[src/pkg/fakg_pkg.sv]
// Constants for the fast A20 / reset / keyboard wake glue block
package fakg_pkg;

  // ------------------------------------------------------------------
  // Clock and timing
  // ------------------------------------------------------------------
  localparam int CLK_PERIOD_NS     = 50;
  localparam int ALT_RST_DELAY_NS  = 14000;
  localparam int ALT_RST_PULSE_NS  = 6000;
  localparam int PP_DRIVE_NS       = 500;
  // Least times round up, the push-pull drive window rounds down
  localparam int ALT_RST_DELAY_CYC = (ALT_RST_DELAY_NS + CLK_PERIOD_NS - 1) / CLK_PERIOD_NS;
  localparam int ALT_RST_PULSE_CYC = (ALT_RST_PULSE_NS + CLK_PERIOD_NS - 1) / CLK_PERIOD_NS;
  localparam int PP_DRIVE_CYC      = (PP_DRIVE_NS / CLK_PERIOD_NS) < 1 ? 1
                                     : (PP_DRIVE_NS / CLK_PERIOD_NS);
  localparam int CNT_W             = 9;
  localparam int PP_CNT_W          = 4;

  // ------------------------------------------------------------------
  // Addresses
  // ------------------------------------------------------------------
  localparam logic [15:0] FAST_PORT_ADDR  = 16'h0092;
  localparam logic [7:0]  CFG_IDX_KRA     = 8'hf0;
  localparam logic [7:0]  CFG_IDX_GLB2C   = 8'h2c;

  // ------------------------------------------------------------------
  // Fast port layout and reset values
  // ------------------------------------------------------------------
  localparam int          FP_RST_BIT      = 0;
  localparam int          FP_A20_BIT      = 1;
  localparam logic [7:0]  FP_FIXED_VAL    = 8'h24;
  localparam logic [7:0]  FP_RESET_VAL    = 8'h24;

  // ------------------------------------------------------------------
  // Config register layout
  // ------------------------------------------------------------------
  localparam int          KRA_PORT_EN_BIT = 2;
  localparam int          KRA_KLSEL_BIT   = 3;
  localparam int          KRA_MLSEL_BIT   = 4;
  localparam int          KRA_KISO_BIT    = 5;
  localparam int          KRA_MISO_BIT    = 6;
  localparam logic [7:0]  KRA_RESET_VAL   = 8'h00;
  localparam int          GLB_KBC_RST_BIT = 6;
  localparam logic [7:0]  GLB2C_RESET_VAL = 8'h00;

  // ------------------------------------------------------------------
  // Alternate reset sequencer states
  // ------------------------------------------------------------------
  typedef enum logic [3:0] {
    FAKG_ST_IDLE  = 4'b0001,
    FAKG_ST_DELAY = 4'b0010,
    FAKG_ST_PULSE = 4'b0100,
    FAKG_ST_DONE  = 4'b1000
  } fakg_rst_state_e;

endpackage : fakg_pkg

[src/logic/fakg_glue.sv]
// Fast A20 / alternate reset port, controller pin glue and keyboard/mouse wake
// Functional notes
// - Fast port answers reads and writes only while config bit 2 is set.
// - Fast port reads return fixed 0,0,1,0,0,1 in bits 7 down to 2.
// - Fast port bit 1 sets alternate A20 gate to the written level.
// - Writing 1 to bit 0 pulses alternate reset low 6us after 14us.
// - Short 1us/500ns figures are covered by the longer 6us/14us timing.
// - New reset pulse only after bit 0 returns to 0 by reset or write.
// - Reset clears bit 0 and holds alternate reset high.
// - Keyboard reset out is fast pulse AND controller reset while bit 2 is set, else controller reset alone, with GPIO polarity.
// - A20 mask low only when controller A20 bit and alternate gate are 0.
// - Reset drives alternate A20 gate low.
// - Push-pull: 0 drives low, 1 drives high for 500ns then pull-up only.
// - Open-drain: 0 drives low, 1 floats the pin.
// - Controller mode pins ignore GPIO input or invert settings.
// - Bit 4 selects mouse irq: raw AND latched, or latched alone.
// - Bit 3 selects keyboard irq: raw AND latched, or latched alone.
// - Data line active edges set keyboard and mouse wake status bits.
// - Wake request needs both source enable and global enable.
// - Bit 6 blocks mouse clock and data into controller, not into wake logic.
// - Bit 5 blocks keyboard clock and data into controller, not into wake logic.
// - Register 0x2C bit 6 holds controller in reset and never self-clears.
// - Active wake edge is the high-to-low data transition.
// - Wake status sets regardless of the global enable.
`timescale 1ns/1ps
`default_nettype none
module fakg_glue
  import fakg_pkg::*;
(
  // Clock and reset
  input  wire logic        clk_sys,
  input  wire logic        rst_n,
  // Host I/O bus pins
  input  wire logic [15:0] io_addr,
  input  wire logic        io_rd_n,
  input  wire logic        io_wr_n,
  input  wire logic [7:0]  io_wdata,
  output logic      [7:0]  io_rdata,
  output logic             io_rdata_oe,
  // Configuration register access, same clock
  input  wire logic [7:0]  cfg_index,
  input  wire logic        cfg_wr,
  input  wire logic [7:0]  cfg_wdata,
  output logic      [7:0]  cfg_rdata,
  // Keyboard controller core signals
  input  wire logic        kbc_cpu_reset_n,
  input  wire logic        kbc_a20_port_bit,
  input  wire logic        kbc_kbd_irq_raw,
  input  wire logic        kbc_mouse_irq_raw,
  input  wire logic        kbc_kbd_irq_clr,
  input  wire logic        kbc_mouse_irq_clr,
  input  wire logic [2:0]  kbc_out_bits,
  input  wire logic [2:0]  kbc_out_open_drain,
  input  wire logic        gpio_polarity_inv,
  output logic             kbc_hold_reset,
  output logic             kbc_kbd_clock_in,
  output logic             kbc_kbd_data_in,
  output logic             kbc_mouse_clock_in,
  output logic             kbc_mouse_data_in,
  // System outputs
  output logic             alt_cpu_reset_n,
  output logic             gate_a,
  output logic             cpu_a20_mask_n,
  output logic             kbd_reset_out,
  output logic             kbd_irq,
  output logic             mouse_irq,
  // Controller port pins a, b, c
  output logic      [2:0]  kbc_out_pin,
  output logic      [2:0]  kbc_out_pin_oe,
  // Keyboard and mouse lines
  input  wire logic        kbd_clock_line,
  input  wire logic        kbd_data_line,
  input  wire logic        mouse_clock_line,
  input  wire logic        mouse_data_line,
  // Wake logic
  input  wire logic        kbd_wake_en,
  input  wire logic        mouse_wake_en,
  input  wire logic        wake_global_enable,
  input  wire logic        kbd_wake_sts_clr,
  input  wire logic        mouse_wake_sts_clr,
  output logic             kbd_wake_sts,
  output logic             mouse_wake_sts,
  output logic             wake_req
);

  // ------------------------------------------------------------------
  // Pin synchronisers
  // ------------------------------------------------------------------
  logic [15:0] addr_s;
  logic [7:0]  wdata_s;
  logic        rd_n_s;
  logic        wr_n_s;
  logic        wr_n_q;
  logic        kck_s;
  logic        kdt_s;
  logic        mck_s;
  logic        mdt_s;

  // Strobes and lines come out of reset at their idle high level
  fakg_sync2 #(.W(26), .RST_VAL(26'h0000003)) u_sync_bus (
    .clk_sys (clk_sys),
    .rst_n   (rst_n),
    .d_async ({io_addr, io_wdata, io_rd_n, io_wr_n}),
    .d_sync  ({addr_s, wdata_s, rd_n_s, wr_n_s})
  );

  fakg_sync2 #(.W(4), .RST_VAL(4'hf)) u_sync_lines (
    .clk_sys (clk_sys),
    .rst_n   (rst_n),
    .d_async ({kbd_clock_line, kbd_data_line, mouse_clock_line, mouse_data_line}),
    .d_sync  ({kck_s, kdt_s, mck_s, mdt_s})
  );

  // ------------------------------------------------------------------
  // Configuration registers
  // ------------------------------------------------------------------
  logic [7:0] kra_q;
  logic [7:0] glb2c_q;
  logic       port_en;

  assign port_en = kra_q[KRA_PORT_EN_BIT];

  always_ff @(posedge clk_sys or negedge rst_n) begin
    if (!rst_n) begin
      kra_q   <= KRA_RESET_VAL;
      glb2c_q <= GLB2C_RESET_VAL;
    end else if (cfg_wr) begin
      if (cfg_index == CFG_IDX_KRA) begin
        kra_q <= cfg_wdata;
      end else if (cfg_index == CFG_IDX_GLB2C) begin
        glb2c_q <= cfg_wdata;
      end
    end
  end

  always_comb begin
    if (cfg_index == CFG_IDX_KRA) begin
      cfg_rdata = kra_q;
    end else if (cfg_index == CFG_IDX_GLB2C) begin
      cfg_rdata = glb2c_q;
    end else begin
      cfg_rdata = 8'h00;
    end
  end

  // Held until software writes it back to 0
  always_ff @(posedge clk_sys or negedge rst_n) begin
    if (!rst_n) begin
      kbc_hold_reset <= 1'b0;
    end else begin
      kbc_hold_reset <= glb2c_q[GLB_KBC_RST_BIT];
    end
  end

  // ------------------------------------------------------------------
  // Fast port
  // ------------------------------------------------------------------
  logic fp_hit;
  logic fp_wr;
  logic rst_bit_q;
  logic a20_bit_q;
  logic rst_trig;

  assign fp_hit   = (addr_s == FAST_PORT_ADDR) && port_en;
  // Act once on the leading edge of the write strobe
  assign fp_wr    = fp_hit && !wr_n_s && wr_n_q;
  assign rst_trig = fp_wr && wdata_s[FP_RST_BIT] && !rst_bit_q;

  always_ff @(posedge clk_sys or negedge rst_n) begin
    if (!rst_n) begin
      wr_n_q <= 1'b1;
    end else begin
      wr_n_q <= wr_n_s;
    end
  end

  always_ff @(posedge clk_sys or negedge rst_n) begin
    if (!rst_n) begin
      rst_bit_q <= FP_RESET_VAL[FP_RST_BIT];
      a20_bit_q <= FP_RESET_VAL[FP_A20_BIT];
    end else if (fp_wr) begin
      rst_bit_q <= wdata_s[FP_RST_BIT];
      a20_bit_q <= wdata_s[FP_A20_BIT];
    end
  end

  always_ff @(posedge clk_sys or negedge rst_n) begin
    if (!rst_n) begin
      io_rdata    <= 8'h00;
      io_rdata_oe <= 1'b0;
    end else begin
      io_rdata    <= FP_FIXED_VAL | {6'h00, a20_bit_q, rst_bit_q};
      io_rdata_oe <= fp_hit && !rd_n_s;
    end
  end

  // ------------------------------------------------------------------
  // Alternate reset sequencer
  // ------------------------------------------------------------------
  // The longer delay and pulse also satisfy the short 500ns/1us figures
  fakg_rst_state_e st_q;
  logic [CNT_W-1:0] cnt_q;

  always_ff @(posedge clk_sys or negedge rst_n) begin
    if (!rst_n) begin
      st_q  <= FAKG_ST_IDLE;
      cnt_q <= '0;
    end else begin
      case (st_q)
        FAKG_ST_IDLE: begin
          if (rst_trig) begin
            st_q  <= FAKG_ST_DELAY;
            cnt_q <= CNT_W'(ALT_RST_DELAY_CYC - 1);
          end
        end
        FAKG_ST_DELAY: begin
          if (cnt_q == '0) begin
            st_q  <= FAKG_ST_PULSE;
            cnt_q <= CNT_W'(ALT_RST_PULSE_CYC - 1);
          end else begin
            cnt_q <= cnt_q - 1'b1;
          end
        end
        FAKG_ST_PULSE: begin
          if (cnt_q == '0) begin
            st_q <= FAKG_ST_DONE;
          end else begin
            cnt_q <= cnt_q - 1'b1;
          end
        end
        FAKG_ST_DONE: begin
          // Rearm only once bit 0 has gone back to 0
          if (!rst_bit_q) begin
            st_q <= FAKG_ST_IDLE;
          end
        end
        default: begin
          st_q <= FAKG_ST_IDLE;
        end
      endcase
    end
  end

  // ------------------------------------------------------------------
  // System outputs
  // ------------------------------------------------------------------
  logic comb_rst_n;

  always_comb begin
    if (port_en) begin
      comb_rst_n = alt_cpu_reset_n & kbc_cpu_reset_n;
    end else begin
      comb_rst_n = kbc_cpu_reset_n;
    end
  end

  always_ff @(posedge clk_sys or negedge rst_n) begin
    if (!rst_n) begin
      alt_cpu_reset_n <= 1'b1;
      gate_a          <= 1'b0;
      cpu_a20_mask_n  <= 1'b0;
      kbd_reset_out   <= 1'b1;
    end else begin
      alt_cpu_reset_n <= (st_q != FAKG_ST_PULSE);
      gate_a          <= a20_bit_q;
      cpu_a20_mask_n  <= kbc_a20_port_bit | a20_bit_q;
      kbd_reset_out   <= comb_rst_n ^ gpio_polarity_inv;
    end
  end

  // ------------------------------------------------------------------
  // Interrupt latches
  // ------------------------------------------------------------------
  logic kirq_lat_q;
  logic mirq_lat_q;

  // Latch sets on the raw request and holds until the controller clears it
  always_ff @(posedge clk_sys or negedge rst_n) begin
    if (!rst_n) begin
      kirq_lat_q <= 1'b0;
      mirq_lat_q <= 1'b0;
    end else begin
      kirq_lat_q <= kbc_kbd_irq_raw | (kirq_lat_q & ~kbc_kbd_irq_clr);
      mirq_lat_q <= kbc_mouse_irq_raw | (mirq_lat_q & ~kbc_mouse_irq_clr);
    end
  end

  always_ff @(posedge clk_sys or negedge rst_n) begin
    if (!rst_n) begin
      kbd_irq   <= 1'b0;
      mouse_irq <= 1'b0;
    end else begin
      kbd_irq   <= kra_q[KRA_KLSEL_BIT]  ? kirq_lat_q
                                         : (kbc_kbd_irq_raw & kirq_lat_q);
      mouse_irq <= kra_q[KRA_MLSEL_BIT]  ? mirq_lat_q
                                         : (kbc_mouse_irq_raw & mirq_lat_q);
    end
  end

  // ------------------------------------------------------------------
  // Controller port pins
  // ------------------------------------------------------------------
  // GPIO input and invert settings are not wired here at all
  genvar gi;
  generate
    for (gi = 0; gi < 3; gi++) begin : g_pin
      fakg_pin_drv u_drv (
        .clk_sys    (clk_sys),
        .rst_n      (rst_n),
        .port_bit   (kbc_out_bits[gi]),
        .open_drain (kbc_out_open_drain[gi]),
        .pin_out    (kbc_out_pin[gi]),
        .pin_oe     (kbc_out_pin_oe[gi])
      );
    end
  endgenerate

  // ------------------------------------------------------------------
  // Isolation toward the controller
  // ------------------------------------------------------------------
  // Blocked lines read idle high so the controller sees no activity
  always_ff @(posedge clk_sys or negedge rst_n) begin
    if (!rst_n) begin
      kbc_kbd_clock_in   <= 1'b1;
      kbc_kbd_data_in    <= 1'b1;
      kbc_mouse_clock_in <= 1'b1;
      kbc_mouse_data_in  <= 1'b1;
    end else begin
      kbc_kbd_clock_in   <= kra_q[KRA_KISO_BIT] | kck_s;
      kbc_kbd_data_in    <= kra_q[KRA_KISO_BIT] | kdt_s;
      kbc_mouse_clock_in <= kra_q[KRA_MISO_BIT] | mck_s;
      kbc_mouse_data_in  <= kra_q[KRA_MISO_BIT] | mdt_s;
    end
  end

  // ------------------------------------------------------------------
  // Wake detection
  // ------------------------------------------------------------------
  logic kdt_q;
  logic mdt_q;
  logic kdt_fall;
  logic mdt_fall;

  always_ff @(posedge clk_sys or negedge rst_n) begin
    if (!rst_n) begin
      kdt_q <= 1'b1;
      mdt_q <= 1'b1;
    end else begin
      kdt_q <= kdt_s;
      mdt_q <= mdt_s;
    end
  end

  // Taken ahead of isolation, so wake works while the controller is cut off
  assign kdt_fall = kdt_q & ~kdt_s;
  assign mdt_fall = mdt_q & ~mdt_s;

  // Set wins over a clear in the same cycle
  always_ff @(posedge clk_sys or negedge rst_n) begin
    if (!rst_n) begin
      kbd_wake_sts   <= 1'b0;
      mouse_wake_sts <= 1'b0;
    end else begin
      kbd_wake_sts   <= kdt_fall | (kbd_wake_sts & ~kbd_wake_sts_clr);
      mouse_wake_sts <= mdt_fall | (mouse_wake_sts & ~mouse_wake_sts_clr);
    end
  end

  always_ff @(posedge clk_sys or negedge rst_n) begin
    if (!rst_n) begin
      wake_req <= 1'b0;
    end else begin
      wake_req <= wake_global_enable &
                  ((kbd_wake_sts & kbd_wake_en) | (mouse_wake_sts & mouse_wake_en));
    end
  end

endmodule // fakg_glue
`default_nettype wire

[src/logic/fakg_sync2.sv]
// Two flip-flop synchroniser for pin inputs
`timescale 1ns/1ps
`default_nettype none
module fakg_sync2 #(
  parameter int W = 1,
  parameter logic [W-1:0] RST_VAL = '0
) (
  // Clock and reset
  input  wire logic         clk_sys,
  input  wire logic         rst_n,
  // Data
  input  wire logic [W-1:0] d_async,
  output logic      [W-1:0] d_sync
);

  logic [W-1:0] meta_q;

  // First stage is read only by the second stage
  always_ff @(posedge clk_sys or negedge rst_n) begin
    if (!rst_n) begin
      meta_q <= RST_VAL;
      d_sync <= RST_VAL;
    end else begin
      meta_q <= d_async;
      d_sync <= meta_q;
    end
  end

endmodule // fakg_sync2
`default_nettype wire

[src/logic/fakg_pin_drv.sv]
// Push-pull / open-drain driver for one controller output port bit
`timescale 1ns/1ps
`default_nettype none
module fakg_pin_drv
  import fakg_pkg::*;
(
  // Clock and reset
  input  wire logic clk_sys,
  input  wire logic rst_n,
  // Controller side
  input  wire logic port_bit,
  input  wire logic open_drain,
  // Pin side
  output logic      pin_out,
  output logic      pin_oe
);

  logic                prev_q;
  logic [PP_CNT_W-1:0] drive_cnt_q;

  always_ff @(posedge clk_sys or negedge rst_n) begin
    if (!rst_n) begin
      prev_q <= 1'b1;
    end else begin
      prev_q <= port_bit;
    end
  end

  // High drive window after a 0-to-1 change, push-pull only
  always_ff @(posedge clk_sys or negedge rst_n) begin
    if (!rst_n) begin
      drive_cnt_q <= '0;
    end else if (!port_bit || open_drain) begin
      drive_cnt_q <= '0;
    end else if (!prev_q) begin
      drive_cnt_q <= PP_CNT_W'(PP_DRIVE_CYC);
    end else if (drive_cnt_q != '0) begin
      drive_cnt_q <= drive_cnt_q - 1'b1;
    end
  end

  // Pin floats at reset so the pull-up leaves it weak high
  always_ff @(posedge clk_sys or negedge rst_n) begin
    if (!rst_n) begin
      pin_out <= 1'b0;
      pin_oe  <= 1'b0;
    end else begin
      pin_out <= port_bit;
      if (!port_bit) begin
        pin_oe <= 1'b1;
      end else if (!open_drain && (!prev_q || drive_cnt_q > PP_CNT_W'(1))) begin
        pin_oe <= 1'b1;
      end else begin
        pin_oe <= 1'b0;
      end
    end
  end

endmodule // fakg_pin_drv
`default_nettype wire

[config.mk]
export PLATFORM = sky130hd
export DESIGN_NAME = fakg_glue
export DESIGN_NICKNAME = d
export VERILOG_FILES = /design/src/pkg/fakg_pkg.sv /design/src/logic/fakg_glue.sv /design/src/logic/fakg_sync2.sv /design/src/logic/fakg_pin_drv.sv
export SDC_FILE = /design/constraint.sdc
export NUM_CORES = 1
export LEC_CHECK = 0
export ABC_AREA = 0
export CORE_ASPECT_RATIO = 1.75
export CORE_MARGIN = 8
export CORE_UTILIZATION = 55
export DETAILED_ROUTE_END_ITERATION = 8
export DONT_BUFFER_PORTS = 1
export HOLD_SLACK_MARGIN = 0.02
export PLACE_DENSITY = 0.79
export REMOVE_ABC_BUFFERS = 1
export SLEW_MARGIN = 30
export SYNTH_ARGS = -nofsm -noshare
export SYNTH_HDL_FRONTEND = slang
export SYNTH_SLANG_ARGS = --single-unit
[constraint.sdc]
create_clock -name clk_sys -period 3.2 [get_ports clk_sys]
set_input_delay 0.32 -clock clk_sys [delete_from_list [all_inputs] [get_ports clk_sys]]
set_output_delay 0.32 -clock clk_sys [all_outputs]
set_load 0.1 [all_outputs]
==> metrics.txt <==
count of cell instances traversed by the critical path=7; die width=85.49 um; series of cell instances along the critical path=inv_1, ha_1, or3b_2, nor3_4, o21ai_2, nand2_4, mux2_1; synthesized instance count=353; final routed wire length divided by cell count=18.21 um; highest clock rate=431.0 MHz; Lkg Pwr=0.002601 uW; DR vias=2951; mean instance size in the synthesized netlist=13.16 um2; Top delay family on crit path=simple AND/OR/NAND/NOR gates; final worst setup slack=880.0 ps; fraction of layout instances using a drive strength above 1=17.90%; Pwr Density=759.7 mW/mm2; remaining routing DRC violations=0; count of pins over their slew limit=0; status=finished, final reports clean; Final HPWL DP=5952 um; most instantiated library cell after synthesis=sky130_fd_sc_hd__dfrtp_1; portion of the post-synthesis area used by sequential elements=66.37%; number of antenna violations at the first check in global routing=0; largest cells by area after synthesis=sky130_fd_sc_hd__dfrtp_1, sky130_fd_sc_hd__dfstp_2, sky130_fd_sc_hd__mux2_1; global placer's final weighted congestion=0.8029; most frequently used flop master after synthesis=sky130_fd_sc_hd__dfrtp_1; deepest clock path buffer count=2; leading post-synthesis cells by instance count=sky130_fd_sc_hd__dfrtp_1, sky130_fd_sc_hd__dfstp_2, sky130_fd_sc_hd__inv_1; RSZ-0062 raised after global routing=false; Worst path max stage delay=530 ps; Fin Clk Skew=5.279 ps; Hold Vio Cnt, Final=0; Worst Tran Pin Value=939.6 ps; Synth top area share=52.23%; number of max-cap violations=0; cell at the slowest stage of the critical path=sky130_fd_sc_hd__or3b_2; setup slack of the worst register-to-register path=880 ps; buffer type at the clock tree root=sky130_fd_sc_hd__clkbuf_16; TritonCTS clock tree=done; Die Span Y=137.6 um; Post-synth EDFFs=0; final setup violation count=0; Area Overhead vs Synth=24.48%; startpoint of the most critical setup path=cnt_q[0]$_DFFE_PN0P_; post-cts sizing count=0; crit share post-route=72.50%; Slew HR=37.36%; type of the worst setup path=reg -> reg; antenna cells=0; count of input and output buffers=0; Vias/cell=5.775; Die Area=0.01176 mm2; Crit. End Element=flop; io pins=104; flop and latch count out of synthesis=122; pre-CTS worst setup slack=903.8 ps; core footprint=0.008258 mm2; largest fanout of any net on the critical path=8; initial core utilization=56.27%; Routed Antenna Nets=0; total wirelength of the detailed-routed design=9307 um; Yosys warning count=0; final net count=483; crit start category=flop; clock-pin slew on the worst setup and hold paths=50 ps; site row count=44; number of global-route vias before repair=3181; DR pass1 iterations=4; path category of the worst min-delay check=in -> reg; post-synthesis cell type with the largest combined area=sky130_fd_sc_hd__dfrtp_1; Final TNS setup=0 ps; total number of H-tree levels=4; Post-Synthesis Cell Area=0.004647 mm2; depth of the worst register-to-register path=7; pin count of the biggest net entering global routing=123; Worst Path Arrival=2600 ps; insertion delay of the later-clocked pin in the worst-skew pair=400 ps; final core utilization=70.05%; endpoint of the lowest-slack register-to-register path=cnt_q[1]$_DFFE_PN0P_; Critical Path RT=3480 ps; remaining global-route overflow=0; crit path time final=2320 ps; share of synthesized flip-flops with an asynchronous set or reset=100.0%; Inserted Clock Buffers=17; Critical Path Sink=cnt_q[1]$_DFFE_PN0P_; overall track demand over capacity in global routing=17.24%; largest vdd supply drop=0.0006803 V; Initial DRC Count=176; number of clock sinks=122; first-pass GRT wire length=15380 um; Unique masters post-synth=51; reg-to-reg startpoint=cnt_q[0]$_DFFE_PN0P_; WP buf/inv=1
-- final cells by class --
cell class	instances	area, um2
timing repair buffer	46	455.4
clock buffer	25	495.5
inverter	19	71.32
multi-input combinational	200	1400
clock inverter	7	160.2
sequential	122	3087
fill	520	2474
tap	92	115.1
-- cell usage in the layout (no fill, tap or decap), types with 10 or more instances in the layout --
cell type and instances:
sky130_fd_sc_hd__ha_1 10, sky130_fd_sc_hd__dfstp_2 25, sky130_fd_sc_hd__dfrtp_1 95, sky130_fd_sc_hd__dlygate4sd3_1 36
sky130_fd_sc_hd__mux2_1 18, sky130_fd_sc_hd__inv_1 19, sky130_fd_sc_hd__nor3_1 11, sky130_fd_sc_hd__clkbuf_16 17
sky130_fd_sc_hd__nand2_1 15, sky130_fd_sc_hd__nand3_1 11, sky130_fd_sc_hd__nor2_1 18
-- where the power goes --
part / internal [uW] / leakage, uW / total [uW] / switching [uW]
Clock: 1460 / 0.000321 / 2090 / 624
Sequential: 1670 / 0.00146 / 1880 / 212
Combinational: 170 / 0.000818 / 431 / 261
Total: 3300 / 0.00260 / 4390 / 1100
-- through the flow --
stage	power [uW]	instance area (um2)	hold WS [ps]	cells
6_report	4395	5784	42.69	511
5_1_grt	4571	5784	28.77	511
4_1_cts	4424	5784	24.21	511
3_5_place_dp	2253	4741	30.62	442
3_3_place_gp	2230	4741	31.10	442
2_1_floorplan	2165	4556	24.41	341
-- logic make-up (layout without fill, tap and decap cells) --
kind of cell             Yosys count  in the layout  synth area share [%]
buffers and inverters             34             97                 3.743
other                              2              5                0.1616
XOR/XNOR                           4              4                0.7538
multiplexers                      21             21                 5.008
adder cells (fa/ha/maj)           10             10                 2.693
AND/OR/NAND/NOR                  100            100                 12.36
AO/OA/AOI/OAI                     60             60                 8.912
flip-flops                       122            122                 66.37
-- worst min path at each step --
stage,from,endpoint,slack [ps],depth (start not counted)
after detailed placement,rst_n,io_rdata[0]$_DFF_PN0_,30,0
final,kbc_mouse_irq_raw,mouse_irq$_DFF_PN0_,40,1
after global routing,cfg_wdata[5],glb2c_q[5]$_DFFE_PN0P_,30,1
after global placement,rst_n,io_rdata[0]$_DFF_PN0_,30,0
after CTS,kbc_mouse_irq_raw,mouse_irq$_DFF_PN0_,20,1
after floorplan,rst_n,a20_bit_q$_DFFE_PN0N_,20,0
-- routing by layer --
metal  up-vias  track usage [%]  part of all wire (%)
met1      1490            17.40                    36
met2       109            30.08                    56
met5         -                0                     0
li1       1336                -                     -
met4         0            10.59                   2.6
met3        16            5.615                   5.9
-- registers in the layout, summed over array words and instances, names as in the netlist, 3 cells and up --
register / count
u_sync_bus.d_sync: 20
u_sync_bus.meta_q: 20
g_pin.u_drv.drive_cnt_q: 12
cnt_q: 9
glb2c_q: 8
kra_q: 8
st_q: 4
u_sync_lines.d_sync: 4
u_sync_lines.meta_q: 4
g_pin.u_drv.pin_oe: 3
g_pin.u_drv.pin_out: 3
g_pin.u_drv.prev_q: 3
io_rdata: 3
-- worst reg2reg max path, delay by kind of cell (launching register included) --
family | cells | cell delay [ps]
buf+inv | 1 | 80
simple gates | 3 | 1000
fa+ha+maj | 1 | 180
flops | 1 | 410
compound gates | 1 | 190
mux | 1 | 330
-- timing repair --
item                                   CTS  global route
hold buffers                            37             0
endpoints found under the hold margin  161             0
setup buffers                            0             0
Note: power is estimated with default switching activity, not from simulation.
